`src/logic/wdg_pkg.sv`:
```
// Package for the watchdog timer block.
// Assumes a single 50 MHz clock that is also the CPU clock seen by the counter prescaler.
package watchdog_pkg;

  ////////////////////////////////////////////////////////////////////////////
  // Bus geometry
  localparam int unsigned ADDR_W = 8;
  localparam int unsigned DATA_W = 32;
  localparam int unsigned REG_W = 8;

  // Register indices; the byte address is four times the index
  localparam logic [ADDR_W-1:0] CTRL_IDX = 8'h33;
  localparam logic [ADDR_W-1:0] STAT_IDX = 8'h34;
  localparam logic [ADDR_W-1:0] CTRL_ADDR = 8'hcc;
  localparam logic [ADDR_W-1:0] STAT_ADDR = 8'hd0;

  ////////////////////////////////////////////////////////////////////////////
  // Control register layout and values
  localparam int unsigned CNT_W = 7;
  localparam int unsigned ACT_BIT = 7;
  localparam int unsigned MSB_BIT = 6;
  localparam logic [REG_W-1:0] CTRL_RESET = 8'h7f;
  localparam logic [CNT_W-1:0] CNT_RESET = 7'h7f;
  localparam logic [CNT_W-1:0] CNT_ROLL = 7'h40;
  localparam logic [CNT_W-1:0] CNT_ONE = 7'h01;

  // Status register layout
  localparam int unsigned ST_ACTIVE = 0;
  localparam int unsigned ST_HW_OPT = 1;
  localparam int unsigned ST_HALT_OPT = 2;
  localparam int unsigned ST_LONG_OPT = 3;
  localparam int unsigned ST_RST_BUSY = 4;

  ////////////////////////////////////////////////////////////////////////////
  // Timing in CPU clock cycles
  localparam int unsigned PRESCALE_DEFAULT = 16384;
  localparam int unsigned PRE_W = 15;
  localparam int unsigned PHASE_SHORT = 256;
  localparam int unsigned PHASE_LONG = 4096;
  localparam int unsigned PHASE_W = 13;

  // Reset generator states
  typedef enum logic [0:0] {
    RG_IDLE = 1'b0,
    RG_BUSY = 1'b1
  } rst_state_t;

endpackage : watchdog_pkg

```
`src/logic/watchdog_unit.sv`:
```
// Watchdog timer: 7-bit free-running downcounter, activation flag and reset generator,
// reached over an Avalon-MM slave with waitrequest.
// Assumes CLK is the CPU clock, RST a synchronous system reset, and that the system reset logic
// takes RESET_REQ high as a request to reset the device (and normally drives RST from it).
//
// Behaviour
// - The 7-bit counter decrements continuously whether or not the watchdog is active.
// - When active, a step of the counter from 40h to 3Fh requests a system reset.
// - After any reset the watchdog is disabled, and once active only a reset disables it.
// - The activation bit is set by a software write of one and cleared only by reset.
// - The low seven bits read back the live counter and the whole register reads 7Fh after reset.
// - The six low counter bits written set how many steps remain before the reset.
// - A write with the activation bit set and the counter MSB clear resets at once.
// - While active, a stop instruction produces a reset instead of the low-power state.
// - With the hardware watchdog option the watchdog is always active and the activation bit is unused.
// - With the halt-without-reset option neither stop nor active-halt triggers a watchdog reset.
// - The time to reset spans one prescaler period of spread, set by the unknown prescaler phase.
// - The generated reset phase lasts 256 or 4096 CPU clock cycles.
//
// Register access over Avalon-MM was decided locally.
module watchdog_unit
#(
  parameter int unsigned PRESCALE_CYCLES = watchdog_pkg::PRESCALE_DEFAULT
)
(
  // Clock and reset
  input wire logic CLK,
  input wire logic RST,
  // Avalon-MM slave
  input wire logic [watchdog_pkg::ADDR_W-1:0] ADDRESS,
  input wire logic READ,
  input wire logic WRITE,
  input wire logic [3:0] BYTEENABLE,
  input wire logic [watchdog_pkg::DATA_W-1:0] WRITEDATA,
  output logic [watchdog_pkg::DATA_W-1:0] READDATA,
  output logic WAITREQUEST,
  // Option straps, caught while RST is high
  input wire logic OPT_HW_WATCHDOG,
  input wire logic OPT_HALT_NO_RESET,
  input wire logic OPT_LONG_RESET_PHASE,
  // CPU low-power requests, one-cycle pulses
  input wire logic HALT_EXEC,
  input wire logic ACTIVE_HALT_EXEC,
  // Outputs toward the system
  output logic HALT_ENTER,
  output logic RESET_REQ,
  output logic WATCHDOG_ACTIVE
);
  import watchdog_pkg::*;

  ////////////////////////////////////////////////////////////////////////////
  // Declarations
  logic [PRE_W-1:0] pre_q;
  logic [PRE_W-1:0] pre_d;
  logic [CNT_W-1:0] cnt_q;
  logic [CNT_W-1:0] cnt_d;
  logic active_q;
  logic active_d;
  logic hw_opt_q;
  logic halt_opt_q;
  logic long_opt_q;
  rst_state_t rg_state_q;
  rst_state_t rg_state_d;
  logic [PHASE_W-1:0] phase_q;
  logic [PHASE_W-1:0] phase_d;
  logic wait_q;
  logic [DATA_W-1:0] rdata_q;
  logic [DATA_W-1:0] rdata_d;
  logic halt_enter_q;
  logic reset_req_q;
  logic wd_active_q;

  localparam logic [PRE_W-1:0] PRE_LAST = PRE_W'(PRESCALE_CYCLES - 1);
  localparam logic [PHASE_W-1:0] PHASE_SHORT_LAST = PHASE_W'(PHASE_SHORT - 1);
  localparam logic [PHASE_W-1:0] PHASE_LONG_LAST = PHASE_W'(PHASE_LONG - 1);

  ////////////////////////////////////////////////////////////////////////////
  // Bus decode
  wire req = READ | WRITE;
  wire first_cycle = req & wait_q;
  wire commit = req & ~wait_q;
  wire sel_ctrl = (ADDRESS == CTRL_ADDR);
  wire sel_stat = (ADDRESS == STAT_ADDR);
  wire ctrl_wr = commit & WRITE & sel_ctrl & BYTEENABLE[0];
  wire [REG_W-1:0] wr_byte = WRITEDATA[REG_W-1:0];

  ////////////////////////////////////////////////////////////////////////////
  // Watchdog decisions
  // Effective activation, including the hardware option
  wire eff_active = active_q | hw_opt_q;
  wire busy = (rg_state_q == RG_BUSY);
  // Prescaler end of period gives one counter step
  wire step = (pre_q == PRE_LAST);
  // Active state seen by a write, counting the activation it may bring
  wire wr_active = eff_active | wr_byte[ACT_BIT];
  // Timeout: counter leaves 40h while active
  wire roll_trig = eff_active & step & (cnt_q == CNT_ROLL) & ~ctrl_wr;
  // Software reset: write while active with the counter MSB clear
  wire sw_trig = ctrl_wr & wr_active & ~wr_byte[MSB_BIT];
  // Stop or active-halt while active, unless the option suppresses it
  wire halt_req = HALT_EXEC | ACTIVE_HALT_EXEC;
  wire halt_trig = halt_req & eff_active & ~halt_opt_q;
  // Any cause starts the reset phase; a timeout in the same cycle as a control write is dropped
  wire trigger = ~busy & (roll_trig | sw_trig | halt_trig);
  wire [PHASE_W-1:0] phase_last = long_opt_q ? PHASE_LONG_LAST : PHASE_SHORT_LAST;

  ////////////////////////////////////////////////////////////////////////////
  // Prescaler next value: free-running, writes do not touch it
  always_comb
  begin
    if (pre_q == PRE_LAST)
    begin
      pre_d = '0;
    end
    else
    begin
      pre_d = pre_q + PRE_W'(1);
    end
  end

  ////////////////////////////////////////////////////////////////////////////
  // Counter next value: a software load wins over a step
  always_comb
  begin
    cnt_d = cnt_q;
    if (busy)
    begin
      cnt_d = CNT_RESET;
    end
    else if (ctrl_wr)
    begin
      cnt_d = wr_byte[CNT_W-1:0];
    end
    else if (step)
    begin
      cnt_d = cnt_q - CNT_ONE;
    end
  end

  ////////////////////////////////////////////////////////////////////////////
  // Activation flag next value: set by software only, cleared by reset phase
  always_comb
  begin
    active_d = active_q;
    if (busy)
    begin
      active_d = 1'b0;
    end
    else if (ctrl_wr & wr_byte[ACT_BIT])
    begin
      active_d = 1'b1;
    end
  end

  ////////////////////////////////////////////////////////////////////////////
  // Reset generator next state
  always_comb
  begin
    rg_state_d = rg_state_q;
    phase_d = phase_q;
    case (rg_state_q)
      RG_IDLE:
      begin
        if (trigger)
        begin
          rg_state_d = RG_BUSY;
          phase_d = '0;
        end
      end
      RG_BUSY:
      begin
        if (phase_q == phase_last)
        begin
          rg_state_d = RG_IDLE;
          phase_d = '0;
        end
        else
        begin
          phase_d = phase_q + PHASE_W'(1);
        end
      end
      default:
      begin
        rg_state_d = RG_IDLE;
        phase_d = '0;
      end
    endcase
  end

  ////////////////////////////////////////////////////////////////////////////
  // Read data for the addressed register; unmapped addresses read zero
  always_comb
  begin
    rdata_d = '0;
    if (sel_ctrl)
    begin
      rdata_d[ACT_BIT] = active_q;
      rdata_d[CNT_W-1:0] = cnt_q;
    end
    else if (sel_stat)
    begin
      rdata_d[ST_ACTIVE] = eff_active;
      rdata_d[ST_HW_OPT] = hw_opt_q;
      rdata_d[ST_HALT_OPT] = halt_opt_q;
      rdata_d[ST_LONG_OPT] = long_opt_q;
      rdata_d[ST_RST_BUSY] = busy;
    end
  end

  ////////////////////////////////////////////////////////////////////////////
  // Option straps, caught while reset is held
  always_ff @(posedge CLK)
  begin
    if (RST)
    begin
      hw_opt_q <= OPT_HW_WATCHDOG;
      halt_opt_q <= OPT_HALT_NO_RESET;
      long_opt_q <= OPT_LONG_RESET_PHASE;
    end
  end

  ////////////////////////////////////////////////////////////////////////////
  // Prescaler cleared by RST, but runs on through the watchdog reset phase as an unknown phase
  always_ff @(posedge CLK)
  begin
    if (RST)
    begin
      pre_q <= '0;
    end
    else
    begin
      pre_q <= pre_d;
    end
  end

  ////////////////////////////////////////////////////////////////////////////
  // Counter and activation flag
  always_ff @(posedge CLK)
  begin
    if (RST)
    begin
      cnt_q <= CNT_RESET;
      active_q <= 1'b0;
    end
    else
    begin
      cnt_q <= cnt_d;
      active_q <= active_d;
    end
  end

  ////////////////////////////////////////////////////////////////////////////
  // Reset generator
  always_ff @(posedge CLK)
  begin
    if (RST)
    begin
      rg_state_q <= RG_IDLE;
      phase_q <= '0;
    end
    else
    begin
      rg_state_q <= rg_state_d;
      phase_q <= phase_d;
    end
  end

  ////////////////////////////////////////////////////////////////////////////
  // Bus handshake: one wait cycle, then a single-cycle answer
  always_ff @(posedge CLK)
  begin
    if (RST)
    begin
      wait_q <= 1'b1;
      rdata_q <= '0;
    end
    else
    begin
      wait_q <= ~first_cycle;
      if (first_cycle & READ)
      begin
        rdata_q <= rdata_d;
      end
    end
  end

  ////////////////////////////////////////////////////////////////////////////
  // Registered system outputs; no interrupt exists
  always_ff @(posedge CLK)
  begin
    if (RST)
    begin
      halt_enter_q <= 1'b0;
      reset_req_q <= 1'b0;
      wd_active_q <= 1'b0;
    end
    else
    begin
      halt_enter_q <= halt_req & ~busy & ~halt_trig;
      reset_req_q <= trigger | (busy & (phase_q != phase_last));
      wd_active_q <= eff_active & ~busy;
    end
  end

  ////////////////////////////////////////////////////////////////////////////
  // Port drive
  assign READDATA = rdata_q;
  assign WAITREQUEST = wait_q;
  assign HALT_ENTER = halt_enter_q;
  assign RESET_REQ = reset_req_q;
  assign WATCHDOG_ACTIVE = wd_active_q;

endmodule : watchdog_unit

```
`config.mk`:
```
export PLATFORM = sky130hd
export DESIGN_NAME = watchdog_unit
export DESIGN_NICKNAME = d
export VERILOG_FILES = /design/src/logic/wdg_pkg.sv /design/src/logic/watchdog_unit.sv
export SDC_FILE = /design/constraint.sdc
export NUM_CORES = 1
export LEC_CHECK = 0
export BUFFER_PORTS_ARGS = -buffer_cell sky130_fd_sc_hd__buf_2
export CAP_MARGIN = 10
export CORE_UTILIZATION = 50
export CTS_CLUSTER_DIAMETER = 80
export DETAILED_ROUTE_END_ITERATION = 10
export PLACE_DENSITY = 0.82
export SLEW_MARGIN = 20
export SYNTH_ARGS = -nofsm -noshare
export SYNTH_HDL_FRONTEND = slang
export SYNTH_SLANG_ARGS = --single-unit
```
`constraint.sdc`:
```
create_clock -name CLK -period 3.6 [get_ports CLK]
set_clock_uncertainty 0.2 [all_clocks]
set_input_delay 0.54 -clock CLK [delete_from_list [all_inputs] [get_ports CLK]]
set_output_delay 0.54 -clock CLK [all_outputs]
set_load 0.02 [all_outputs]
```
* Word level (Yosys, flattened, before mapping)
Cells that the tools add are included.
** Storage, ports and cells
- Bits in registers :: 52
- Word-level logic and storage cells :: 71
** Operators by class
- Reductions and logical operators :: 3
- Mux-type cells :: 12
- Bitwise gates (word level) :: 33
- Equality and inequality tests :: 7
- Add/sub/neg operators :: 3
** Operators with widths (count)
- $mux W13 :: 2
- $pmux W13 S2 :: 1
- $and A1 B1 Y1 :: 19
- $eq A8 B8 Y1 const B :: 2
- $add A15 B1 Y15 const B :: 1
- $eq A15 B14 Y1 const B :: 1
- $mux W7 :: 2
- $add A13 B1 Y13 const B :: 1
- $eq A13 B12 Y1 :: 1
- $ne A13 B12 Y1 :: 1
- $mux W12 :: 1
- $mux W5 :: 2
- $eq A7 B7 Y1 const B :: 1
- $not A1 Y1 :: 7
- $or A1 B1 Y1 :: 7
- $sub A7 B1 Y7 const B :: 1
- $reduce_or A2 Y1 :: 2
- $mux W3 :: 1
- $mux W1 :: 2
- $ne A2 B2 Y1 const B :: 1
- $pmux W1 S2 :: 1
- $reduce_bool A2 Y1 :: 1

* Logic depth before layout (Yosys ltp)
Gate-level depths: netlist of run 1.
- Depth in word-level cells :: 12
- Mapped depth :: 7
- Gate-level depth less buffers :: 6

* Least setup slack after synthesis of run 1
No wires, ideal clock.
- Path type :: register to register
- Start :: register pre_q[0]
- End :: register phase_q[2]
- Cell stages (with the launch flop) :: 7
- Path buffers :: 0
- Slack :: 1644 ps
- Data arrival time :: 1634 ps
- Period minus slack after synthesis :: 1956 ps
- Required time :: 3278 ps
- Cells stage by stage :: dfxtp_1 > ha_1 > nand2_1 > nor4_4 > and4_4 > nor3_4 > a221o_1
** On the way
- Cells in the longest elaborated chain, start to end :: 8
** Ends and longest elaborated chain
- from (decl) :: RTL line watchdog_unit.sv:53 : logic [PRE_W-1:0] pre_q;
- from (signal assigned) :: RTL line watchdog_unit.sv:232 : pre_q <= pre_d;
- $eq A15 B14 Y1 :: RTL line watchdog_unit.sv:93 : wire step = (pre_q == PRE_LAST);
- $and A1 B1 Y1 (3 in a row) :: RTL line watchdog_unit.sv:97 : wire roll_trig = eff_active & step & (cnt_q == CNT_ROLL) & ~ctrl_wr;
- $or A1 B1 Y1 (2 in a row) :: RTL line watchdog_unit.sv:104 : wire trigger = ~busy & (roll_trig | sw_trig | halt_trig);
- $and A1 B1 Y1 :: RTL line watchdog_unit.sv:104
- $ne A2 B2 Y1 (no source line)
- to (signal assigned) :: RTL line watchdog_unit.sv:264 : phase_q <= phase_d;
- to (decl) :: RTL line watchdog_unit.sv:64 : logic [PHASE_W-1:0] phase_q;
Every way passes these cells.
A chain may end at the register's enable or synchronous reset.

* Final worst setup path of run 1
- Start :: input ADDRESS[0] (netlist name)
- End :: register phase_q[0]
** On the way
- Cells in the longest elaborated chain, start to end :: 9
- Elaborated cells between the ends (all ways) :: 11
- Classes of those cells :: 2 x eq/ne; 9 x bitwise
** Ends and longest elaborated chain
- from (decl) :: RTL line watchdog_unit.sv:30 : input wire logic [watchdog_pkg::ADDR_W-1:0] ADDRESS,
- $eq A8 B8 Y1 * :: RTL line watchdog_unit.sv:82 : wire sel_ctrl = (ADDRESS == CTRL_ADDR);
- $and A1 B1 Y1 * (2 in a row) :: RTL line watchdog_unit.sv:84 : wire ctrl_wr = commit & WRITE & sel_ctrl & BYTEENABLE[0];
- $and A1 B1 Y1 / $not A1 Y1 (equally long branches) :: RTL line watchdog_unit.sv:99, watchdog_unit.sv:97
- $and A1 B1 Y1 (on tied branches) :: RTL line watchdog_unit.sv:99, watchdog_unit.sv:97
- $or A1 B1 Y1 * (2 in a row) :: RTL line watchdog_unit.sv:104
- $and A1 B1 Y1 * :: RTL line watchdog_unit.sv:104
- $ne A2 B2 Y1 (no source line) *
Mark *: on every way between the ends. The rest lies on a longest branch, timed or not.

==> Flow_metrics.wiki, run 1 <==
{| class="wikitable"
! Metric !! Value
|-
| RSZ-0062 raised after global routing || no
|-
| Root buf cell || clkbuf_8
|-
| R2R Path Start || pre_q[0]
|-
| Clock tree from TritonCTS || yes
|-
| Flip-flop and latch count after synthesis || slightly above 50
|-
| Number of warnings issued by yosys || 0
|-
| Number of standard cells in the final layout excluding fillers || 409
|-
| Placed inst area || 2786 um^2
|-
| Level count of the clock H-tree || 2
|-
| Prevailing post-synth register cell || dfxtp_1
|-
| Tot Pwr || 1.114 mW
|-
| Sequential cell area fraction in the yosys report || 39.20%
|-
| Overall die height || 75.23 um
|-
| Sequential cell fraction of total power || 53.5%
|-
| Commonest non-fill, non-tap cell in the layout || dfxtp_1
|-
| Sw Ratio || 25.61%
|-
| Slew HR || 61.21%
|-
| Number of nets with antenna violations after detailed routing || 0
|-
| Number of buffers created by CTS || 5
|-
| Critical path destination || phase_q[0]
|-
| Type of the worst setup path || input port to register
|-
| Fraction of final layout cells sized beyond drive strength 1 || 17.11%
|-
| Placer congestion estimate || 0.8354
|-
| GR Util All Layers || 21.99%
|-
| Routed via count divided by cell count || 5.601
|-
| Transition time of the tightest slew-check pin || 576.5 ps
|-
| Critical Path Start Type || input port
|-
| Peak ir drop on the vdd network || 0.0003129 V
|-
| Number of flops mapped to enable cells by yosys || 3
|-
| Via count of the routed design || 2291
|-
| Number of buffers inserted by hold repair at cts || 0
|-
| Violation count after the first detailed-routing iteration || 127
|-
| Buffers from clock root to sink, at most || 2
|-
| Crit path capture type || register
|-
| Standby leakage power || between 1 and 1.5 nW
|-
| Number of buffers inserted by post-CTS setup repair || 0
|-
| Setup WS post-layout || 1361 ps
|-
| Maximum number of pins on one net before global-route repair || 23
|-
| Startpoint of the worst setup timing path || ADDRESS[0]
|-
| Type of the worst min-delay path || input port to register
|-
| Total wire length after detailed routing || 5545 um
|-
| Terminus of the critical flop-to-flop path || phase_q[5]
|-
| Initial antenna violation count || 0
|-
| Final instance area || 2897 um^2
|-
| Maximum capacitance violations || 0
|-
| DRC violations left || 0
|-
| Clock share of power || between 30% and 40%
|-
| Number of antenna repair diodes || 0
|-
| Fraction of power consumed by combinational cells || 10.6%
|-
| Worst endpoint data arrival time || 2290 ps
|-
| Synthesized netlist cell count || 307
|-
| Hold Violations, Final || 0
|-
| Crit path largest cell delay || 420 ps
|-
| Number of top-level pins || 89
|-
| Final number of setup-violating endpoints || 0
|-
| Pwr per Cell Area || between 300 and 400 nW/um^2
|-
| Final critical path time including I/O delays and setup || 2239 ps
|-
| Int Pwr || 0.8287 mW
|-
| Initial standard-cell utilization of the core || 52.17%
|-
| Share of flip-flops with an asynchronous set or reset after synthesis || 0%
|-
| Worst-skew pair later-pin latency || approximately 320 ps
|-
| Result of the run || finished, final reports clean
|-
| Cell Area, Synth || 2681 um^2
|-
| Std-Cell Core Area || a little over 5000 um^2
|-
| R2R Setup Slk || 1370 ps
|-
| Worst hold slack after final layout || 192.5 ps
|-
| Global-route wire length before repair || 9466 um
|-
| Fmax || roughly 450 MHz
|-
| WL/cell || 13.56 um
|-
| Layout overhead on the synthesized area || 8.026%
|-
| Crit-path slowest cell || nand3_1
|-
| List of cells traversed by the critical path || buf_2 > nor4b_2 > nand3_1 > and4_4 > nor3_4 > mux2_2
|-
| Placement Setup Slack || 1059 ps
|-
| Clock Pin Slew Worst Setup and Hold Paths || 100 ps
|-
| Overall overflow remaining after global route || 0
|-
| Crit path max fanout || 12
|-
| Worst endpoint required time || 3650 ps
|-
| Die X || 75.23 um
|-
| Half-perimeter wire length after placement || 3932 um
|-
| Cell total after placement || 401
|-
| Total of buffers placed on input and output ports || 37
|-
| Final cell utilization of the core || 56.35%
|-
| Final-layout setup total negative slack || 0 ps
|-
| Cell depth of the worst flop-to-flop path || 7
|-
| Number of instances resized during post-cts repair || 0
|-
| Pins over their slew limit || 0
|-
| Total number of nets in the final design || around 400
|-
| Die outline area || between 5000 and 6000 um^2
|-
| Number of iterations in the first detailed-routing pass || 4
|-
| Vias in the first global route || between 2000 and 2500
|-
| Total number of clock tree sinks || 51
|-
| Average cell area after synthesis || a little under 9 um^2
|-
| Distinct cells, synth || 55
|-
| Tcrit/Tclk final || 62.18%
|-
| Standard-cell rows || 26
|-
| Net Switching || 0.2852 mW
|-
| Most frequent cells in the layout || dfxtp_1, buf_2, nor2_1
|}
Yosys cell counts, types with 3 or more instances:
| master | instances | area (um^2) |
|---|---|---|
| xor2_1 | 5 | 43.79 |
| a22o_1 | 3 | 26.28 |
| a21oi_1 | 6 | 30.03 |
| and3_1 | 11 | 68.82 |
| a221oi_1 | 5 | 43.79 |
| nor2b_1 | 3 | 18.77 |
| a211o_1 | 3 | 26.28 |
| a221o_1 | 4 | 40.04 |
| edfxtp_1 | 3 | 90.09 |
| and2_1 | 3 | 18.77 |
| a211oi_1 | 4 | 30.03 |
| dfxtp_1 | 48 | 960.9 |
| nor2_1 | 36 | 135.1 |
| o21ai_0 | 4 | 20.02 |
| nand4_1 | 7 | 43.79 |
| xnor2_1 | 8 | 70.07 |
| nand2_1 | 22 | 82.58 |
| clkbuf_1 | 6 | 22.52 |
| nor3_1 | 25 | 125.1 |
| buf_6 | 3 | 33.78 |
| buf_4 | 26 | 195.2 |
| nand3_1 | 21 | 105.1 |
| nor4_1 | 4 | 25.02 |
| ha_1 | 4 | 50.05 |
| inv_1 | 5 | 18.77 |
layer usage:
layer | vias up | share of wire (%) | track usage [%]
met2 | 68 | 47 | 35.94
met1 | 1087 | 46 | 28.60
li1 | 1128 | - | -
met5 | - | 0 | 0
met4 | 0 | 1.3 | 8.025
met3 | 8 | 5.2 | 4.953
cell families (layout without fill, tap and decap cells):
| logic type | Yosys count | count (layout) | synth area share, % |
|---|---|---|---|
| and+or+nand+nor | 150 | 150 | 30.29 |
| DFF | 51 | 51 | 39.20 |
| AOI/OAI and AO/OA | 44 | 44 | 13.02 |
| buffers and inverters | 42 | 51 | 10.45 |
| xor gates and xnor gates | 13 | 13 | 4.246 |
| adders and majority gates | 4 | 4 | 1.867 |
| muxes | 2 | 2 | 0.7933 |
| other | 1 | 24 | 0.1399 |
power groups by stage:
| stage | registers [mW] | clock network (mW) | logic, mW |
|---|---|---|---|
| after floorplan | 0.614 | 0 | 0.0969 |
| after global placement | 0.608 | 0 | 0.115 |
| after detailed placement | 0.609 | 0 | 0.117 |
| after CTS | 0.595 | 0.405 | 0.118 |
| after global routing | 0.598 | 0.429 | 0.132 |
| final | 0.595 | 0.400 | 0.118 |
sequential cells by signal, indices dropped and copies added (netlist names):
signal           flops
WATCHDOG_ACTIVE      1
active_q             1
hw_opt_q             1
busy                 1
WAITREQUEST          1
long_opt_q           1
cnt_q                7
phase_q             13
READDATA             8
halt_opt_q           1
HALT_ENTER           1
pre_q               15
cell type report:
class	count	area [um^2]
clock buffers	6	72.57
clock inverters	2	37.54
fillers	475	2243
inverters	5	18.77
multi-input cells	237	1436
flip-flops and latches	51	1051
well taps	70	87.58
repair buffers	38	192.7
worst min path at each step:
| stage | from | to | cells after the start |
|---|---|---|---|
| 2_1_floorplan | pre_q[14] | pre_q[14] | 2 |
| 3_3_place_gp | pre_q[14] | pre_q[14] | 2 |
| 3_5_place_dp | WAITREQUEST | WAITREQUEST | 1 |
| 4_1_cts | OPT_HALT_NO_RESET | halt_opt_q | 1 |
| 5_1_grt | OPT_HW_WATCHDOG | hw_opt_q | 1 |
| 6_report | OPT_HALT_NO_RESET | halt_opt_q | 1 |
critical path: cells and delay by family:
family	cells	cell delay (ps)
and+or+nand+nor	4	1400
buffers and inverters	1	110
muxes	1	230
(Power assumes the default switching activity.)
==> run 2: changes to the inputs <==
--- a/config.mk
+++ b/config.mk
@@ -7,10 +7,10 @@
 export LEC_CHECK = 0
 export BUFFER_PORTS_ARGS = -buffer_cell sky130_fd_sc_hd__buf_2
 export CAP_MARGIN = 10
-export CORE_UTILIZATION = 50
+export CORE_UTILIZATION = 46
 export CTS_CLUSTER_DIAMETER = 80
 export DETAILED_ROUTE_END_ITERATION = 10
-export PLACE_DENSITY = 0.82
+export PLACE_DENSITY = 0.8
 export SLEW_MARGIN = 20
 export SYNTH_ARGS = -nofsm -noshare
 export SYNTH_HDL_FRONTEND = slang
==> constraint.sdc (replaced) <==
create_clock -name CLK -period 1.87 [get_ports CLK]
set_clock_uncertainty 0.2 [all_clocks]
set_input_delay 0.2805 -clock CLK [delete_from_list [all_inputs] [get_ports CLK]]
set_output_delay 0.2805 -clock CLK [all_outputs]
set_load 0.02 [all_outputs]
==> run 2 against run 1 <==
Against the previous run: the run now ends with negative hold slack, negative setup slack left; global-route usage down 0.91 points; core utilization up 7.1 points; largest power group unchanged; power up 100%; combinational power rose to 2.6 times the previous value; critical path depth down 1; sequential cell count unchanged; sequential power up 93%; largest cell class unchanged; first-iteration DRC count up 17%; via count up 15%; worst hold slack worse by 190 ps; cell count up 15%.
==> Flow_metrics.wiki, run 2 (same netlist as run 1, synthesis figures left out) <==
{| class="wikitable"
! Metric !! Value
|-
| Total number of nets in the final design || 456
|-
| DRC violations left || 0
|-
| Die outline area || approximately 6000 um^2
|-
| Number of nets with antenna violations after detailed routing || 0
|-
| Most frequent cells in the layout || buf_4, dfxtp_1, buf_2
|-
| Half-perimeter wire length after placement || roughly 4500 um
|-
| Cell total after placement || 443
|-
| Number of antenna repair diodes || 0
|-
| RSZ-0062 raised after global routing || yes
|-
| Global route hottest layer || met2
|-
| Type of the worst setup path || register to register
|-
| Largest register by flop count || pre_q
|-
| Root buf cell || clkbuf_8
|-
| Final number of setup-violating endpoints || 11
|-
| Clock Pin Slew Worst Setup and Hold Paths || 100 ps
|-
| Sw Ratio || 26.68%
|-
| Overall overflow remaining after global route || 0
|-
| Number of top-level pins || 89
|-
| Crit path max fanout || 8
|-
| Global-route wire length before repair || around 10000 um
|-
| Die X || just under 80 um
|-
| Number of iterations in the first detailed-routing pass || 5
|-
| Overall die height || 78.35 um
|-
| Total number of clock tree sinks || 51
|-
| Int Pwr || 1.654 mW
|-
| Fraction of power consumed by combinational cells || 13.7%
|-
| Routed via count divided by cell count || 5.595
|-
| GR Util All Layers || 21.07%
|-
| Crit path capture type || register
|-
| Initial standard-cell utilization of the core || 48.10%
|-
| Type of the worst min-delay path || input port to register
|-
| Total wire length after detailed routing || 6763 um
|-
| Pwr per Cell Area || 637.6 nW/um^2
|-
| Maximum number of pins on one net before global-route repair || 18
|-
| Number of buffers created by CTS || 5
|-
| Worst-skew pair later-pin latency || 310 ps
|-
| Placer congestion estimate || between 0.8 and 0.9
|-
| Net Switching || 0.6018 mW
|-
| Worst endpoint data arrival time || 2000 ps
|-
| Worst hold slack after final layout || -0.02010 ps
|-
| Level count of the clock H-tree || 2
|-
| Fraction of met2 tracks used by global routing || 35.96%
|-
| Standby leakage power || between 1.5 and 2 nW
|-
| Hold Violations, Final || 1
|-
| Via count of the routed design || around 2600
|-
| Vias in the first global route || 2264
|-
| Tcrit/Tclk final || 103.5%
|-
| Fraction of final layout cells sized beyond drive strength 1 || 34.25%
|-
| Layout overhead on the synthesized area || 31.92%
|-
| Setup WS post-layout || -65.93 ps
|-
| Standard-cell rows || 27
|-
| Final critical path time including I/O delays and setup || 1936 ps
|-
| Clock tree from TritonCTS || yes
|-
| Maximum capacitance violations || 0
|-
| Critical Path Start Type || register
|-
| Total of buffers placed on input and output ports || 37
|-
| Pins over their slew limit || 0
|-
| Result of the run || finished, violations left
|-
| Met1 GRT Util || about a quarter
|-
| Met3 layer usage reported by global route || 4.070%
|-
| Worst endpoint required time || 1930 ps
|-
| Number of standard cells in the final layout excluding fillers || 472
|-
| Clock share of power || 35.4%
|-
| Sequential cell fraction of total power || 50.9%
|-
| Violation count after the first detailed-routing iteration || about 150
|-
| Commonest non-fill, non-tap cell in the layout || buf_4
|-
| Buffers from clock root to sink, at most || 2
|-
| Peak ir drop on the vdd network || 0.0005079 V
|-
| Max reg flops || 15
|-
| WL/cell || 14.33 um
|-
| Violations in the final reports || negative hold slack, negative setup slack
|-
| Initial antenna violation count || 0
|-
| Std-Cell Core Area || around 5600 um^2
|-
| Fmax || 516.5 MHz
|}
run 2: cell count changes in the layout (fill, tap and decap cells not counted), moves of 3 or more:
| cell | change |
|---|---|
| dfxtp_2 | +8 |
| nand3_1 | -3 |
| nor3_1 | -3 |
| buf_4 | +49 |
| dfxtp_1 | -8 |
| buf_6 | +3 |
| nor3_2 | +3 |
| dlygate4sd3_1 | +8 |
run 2: per-stage QoR:
stage / setup WS, ps / power (mW) / instance area [um^2] / TNS, ps / util, %
after floorplan: 4.813 / 1.375 / 2801 / 0 / -
after global placement: -92.50 / 1.431 / 3136 / -654.3 / 56.25
after detailed placement: -135.8 / 1.438 / 3136 / -936.9 / 56.25
after CTS: -25.51 / 2.241 / 3398 / -60.71 / 60.97
after global routing: -186.4 / 2.346 / 3537 / -1789 / 63.46
final: -65.93 / 2.255 / 3537 / -474.5 / 63.46
run 2: layout make-up:
cell class,instances,area [um^2]
Clock buffer,5,68.82
Clock inverter,3,46.29
Fill cell,452,2037
Inverter,5,18.77
Multi-Input combinational cell,237,1558
Sequential cell,51,1061
Tap cell,72,90.09
Timing Repair Buffer,99,694.4
run 2: repair_timing:
item / in CTS / in global routing
pin swaps: 7 / 18
hold buffers: 8 / 0
setup endpoints to repair: 14 / 15
endpoints found under the hold margin: 7 / 0
resized for setup: 12 / 15
setup buffers: 4 / 10
run 2: worst paths after layout:
kind / startpoint / endpoint / slack, ps / cells past startpoint
min: WRITEDATA[7] / active_q / -0.02 / 3
max reg2reg: hw_opt_q / phase_q[5] / -70 / 5
min reg2reg: READDATA[5] / READDATA[5] / 260 / 2
max: hw_opt_q / phase_q[5] / -70 / 5
run 2: per-layer routing:
| metal | wire, um | vias up |
|---|---|---|
| li1 | - | 1254 |
| met1 | 2762 | 1228 |
| met2 | 3430 | 142 |
| met3 | 403 | 17 |
| met4 | 166 | 0 |
| met5 | 0 | - |
run 2: power groups by stage:
stage / Sequential (mW) / Combinational [mW] / Clock (mW)
2_1_floorplan: 1.19 / 0.189 / 0
3_3_place_gp: 1.17 / 0.261 / 0
3_5_place_dp: 1.17 / 0.266 / 0
4_1_cts: 1.15 / 0.288 / 0.807
5_1_grt: 1.15 / 0.334 / 0.861
6_report: 1.15 / 0.308 / 0.799
run 2: critical path: stages (launching register included):
cell and delay, ps:
edfxtp_1 460, or2_4 280, and4_1 190, and4_4 200, nor3_4 330, a221o_1 220
==> run 3: changes to the inputs <==
--- a/config.mk
+++ b/config.mk
@@ -7,10 +7,10 @@
 export LEC_CHECK = 0
 export BUFFER_PORTS_ARGS = -buffer_cell sky130_fd_sc_hd__buf_2
 export CAP_MARGIN = 10
-export CORE_UTILIZATION = 46
+export CORE_UTILIZATION = 30
 export CTS_CLUSTER_DIAMETER = 80
 export DETAILED_ROUTE_END_ITERATION = 10
-export PLACE_DENSITY = 0.8
+export PLACE_DENSITY = 0.57
 export SLEW_MARGIN = 20
 export SYNTH_ARGS = -nofsm -noshare
 export SYNTH_HDL_FRONTEND = slang
==> run 3 against run 2 <==
Against the previous run: sequential share of layout area is 0.57 points lower; the flow finishes with violations (negative setup slack); first-iteration DRC count fell by 33%; wire length fell by 7.7%; critical path depth rose by 1; clock power down 21%; clock-buffer cell count increased by 1; global-route usage shrank 7.0 points.
==> Flow_metrics.wiki, run 3 (same netlist as run 1, synthesis figures left out) <==
{| class="wikitable"
! Metric !! Value
|-
| Half-perimeter wire length after placement || 4687 um
|-
| Final number of setup-violating endpoints || 5
|-
| Routed via count divided by cell count || 4.803
|-
| Buffers from clock root to sink, at most || 2
|-
| Die outline area || 9320 um^2
|-
| Commonest non-fill, non-tap cell in the layout || buf_4
|-
| Critical path destination || phase_q[5]
|-
| Number of antenna repair diodes || 0
|-
| DRC violations left || 0
|-
| Fraction of power consumed by combinational cells || ~15%
|-
| Standard-cell rows || 34
|-
| R2R Setup Slk || -40 ps
|-
| WL/cell || ~12 um
|-
| Placer congestion estimate || 0.7870
|-
| GR Util All Layers || approximately 14%
|-
| Placed inst area || 3266 um^2
|-
| Peak ir drop on the vdd network || around 0.00038 V
|-
| Maximum capacitance violations || 0
|-
| Crit path capture type || register
|-
| RSZ-0062 raised after global routing || yes
|-
| Overall die height || 96.54 um
|-
| Net Switching || 0.5727 mW
|-
| Cell depth of the worst flop-to-flop path || 6
|-
| Std-Cell Core Area || approximately 8700 um^2
|-
| Number of top-level pins || 89
|-
| Result of the run || finished, violations left
|-
| Worst-skew pair later-pin latency || 300 ps
|-
| Via count of the routed design || 2483
|-
| Max reg flops || 15
|-
| Total number of clock tree sinks || 51
|-
| Crit path max fanout || 8
|-
| Startpoint of the worst setup timing path || cnt_q[3]
|-
| Number of nets with antenna violations after detailed routing || 0
|-
| Vias in the first global route || between 2000 and 2500
|-
| Total number of nets in the final design || 465
|-
| Total wire length after detailed routing || 6241 um
|-
| R2R Path Start || cnt_q[3]
|-
| Fraction of met2 tracks used by global routing || between 20% and 30%
|-
| Number of buffers created by CTS || 5
|-
| Largest register by flop count || pre_q
|-
| Final critical path time including I/O delays and setup || ~1900 ps
|-
| Met3 layer usage reported by global route || 3.365%
|-
| Sw Ratio || 27.27%
|-
| Pwr per Cell Area || 581.8 nW/um^2
|-
| Layout overhead on the synthesized area || 34.62%
|-
| Type of the worst min-delay path || input port to register
|-
| Fraction of final layout cells sized beyond drive strength 1 || 35.21%
|-
| Clock Pin Slew Worst Setup and Hold Paths || ~100 ps
|-
| Setup WS post-layout || -38.80 ps
|-
| Most frequent cells in the layout || buf_4, dfxtp_1, buf_2
|-
| Int Pwr || 1.528 mW
|-
| Root buf cell || clkbuf_8
|-
| Die X || 96.54 um
|-
| Worst endpoint required time || 1870 ps
|-
| Global-route wire length before repair || 10250 um
|-
| Level count of the clock H-tree || 2
|-
| Worst endpoint data arrival time || 1910 ps
|-
| Standby leakage power || 1.589 nW
|-
| Met1 GRT Util || 18.53%
|-
| Fmax || 523.9 MHz
|-
| Initial standard-cell utilization of the core || 30.90%
|-
| Total of buffers placed on input and output ports || 37
|-
| Violation count after the first detailed-routing iteration || 99
|-
| Violations in the final reports || negative setup slack
|-
| Final instance area || 3610 um^2
|-
| Overall overflow remaining after global route || 0
|-
| Tcrit/Tclk final || 102.1%
|-
| Maximum number of pins on one net before global-route repair || 16
|-
| Placement Setup Slack || -103.7 ps
|-
| Pins over their slew limit || 0
|-
| Clock share of power || 30.2%
|-
| Clock tree from TritonCTS || yes
|-
| Hold Violations, Final || 0
|-
| Number of iterations in the first detailed-routing pass || 4
|-
| Terminus of the critical flop-to-flop path || phase_q[5]
|-
| Type of the worst setup path || register to register
|-
| Fillers || 880
|-
| Initial antenna violation count || 0
|-
| Critical Path Start Type || register
|-
| Global route hottest layer || met2
|-
| Sequential cell fraction of total power || 54.5%
|}
## run 3: changes by cell type in the layout (fill, tap and decap cells not counted), moves of 2 or more
cell      before  now
a211oi_1       2    4
buf_4         50   62
a211oi_2       2    0
buf_6          3    1
## run 3: area by class of cell
cell class / instances / area (um^2) / share of cell area [%]
multi-input cells: 237 / 1556 / 43.12
flip-flops and latches: 51 / 1062 / 29.43
repair buffers: 108 / 752.0 / 20.83
well taps: 108 / 135.1 / 3.744
clock buffers: 6 / 72.57 / 2.010
inverters: 5 / 18.77 / 0.5199
clock inverters: 2 / 12.51 / 0.3466
## run 3: worst min-delay path by stage
stage	to	depth (start not counted)	startpoint	slack, ps
after CTS	active_q	3	WRITEDATA[7]	6
after global placement	pre_q[14]	2	pre_q[14]	220
after floorplan	halt_opt_q	0	OPT_HALT_NO_RESET	180
after detailed placement	pre_q[14]	2	pre_q[14]	230
after global routing	active_q	3	WRITEDATA[7]	50
final	active_q	3	WRITEDATA[7]	30
## run 3: stage by stage
step / cells / hold slack (ps) / total power [mW] / TNS, ps / utilization (%)
floorplan: 330 / 179.4 / 1.375 / 0 / -
global placement: 492 / 218.0 / 1.448 / -721.4 / 37.63
detailed placement: 492 / 230.8 / 1.450 / -847.8 / 37.63
CTS: 511 / 6.358 / 2.119 / -207.9 / 40.22
global route: 517 / 47.22 / 2.207 / -662.9 / 41.59
finish: 517 / 33.79 / 2.100 / -148.4 / 41.59
## run 3: critical path, cell delays in order (launching register included)
cell and delay, ps:
dfxtp_2 340, nor4_4 280, and4_1 250, and4_4 250, nor3_4 50, buf_12 130, a221o_1 300
## run 3: per-layer routing
layer | up-vias | wire [um]
met5 | - | 0
met4 | 0 | 95
met3 | 9 | 224
met2 | 58 | 2910
met1 | 1149 | 3012
li1 | 1267 | -
## run 3: power groups by stage
stage          clock network (mW)  registers (mW)  logic [mW]
2_1_floorplan                   0            1.19       0.189
4_1_cts                     0.665            1.14       0.309
3_3_place_gp                    0            1.17       0.278
3_5_place_dp                    0            1.17       0.280
6_report                    0.635            1.15       0.320
5_1_grt                     0.703            1.15       0.354
## run 3: repair_timing
action	4_1_cts	5_1_grt
resized for setup	8	18
endpoints found under the hold margin	7	0
pin swaps	7	10
setup buffers	4	7
setup endpoints to repair	14	16
hold buffers	7	0
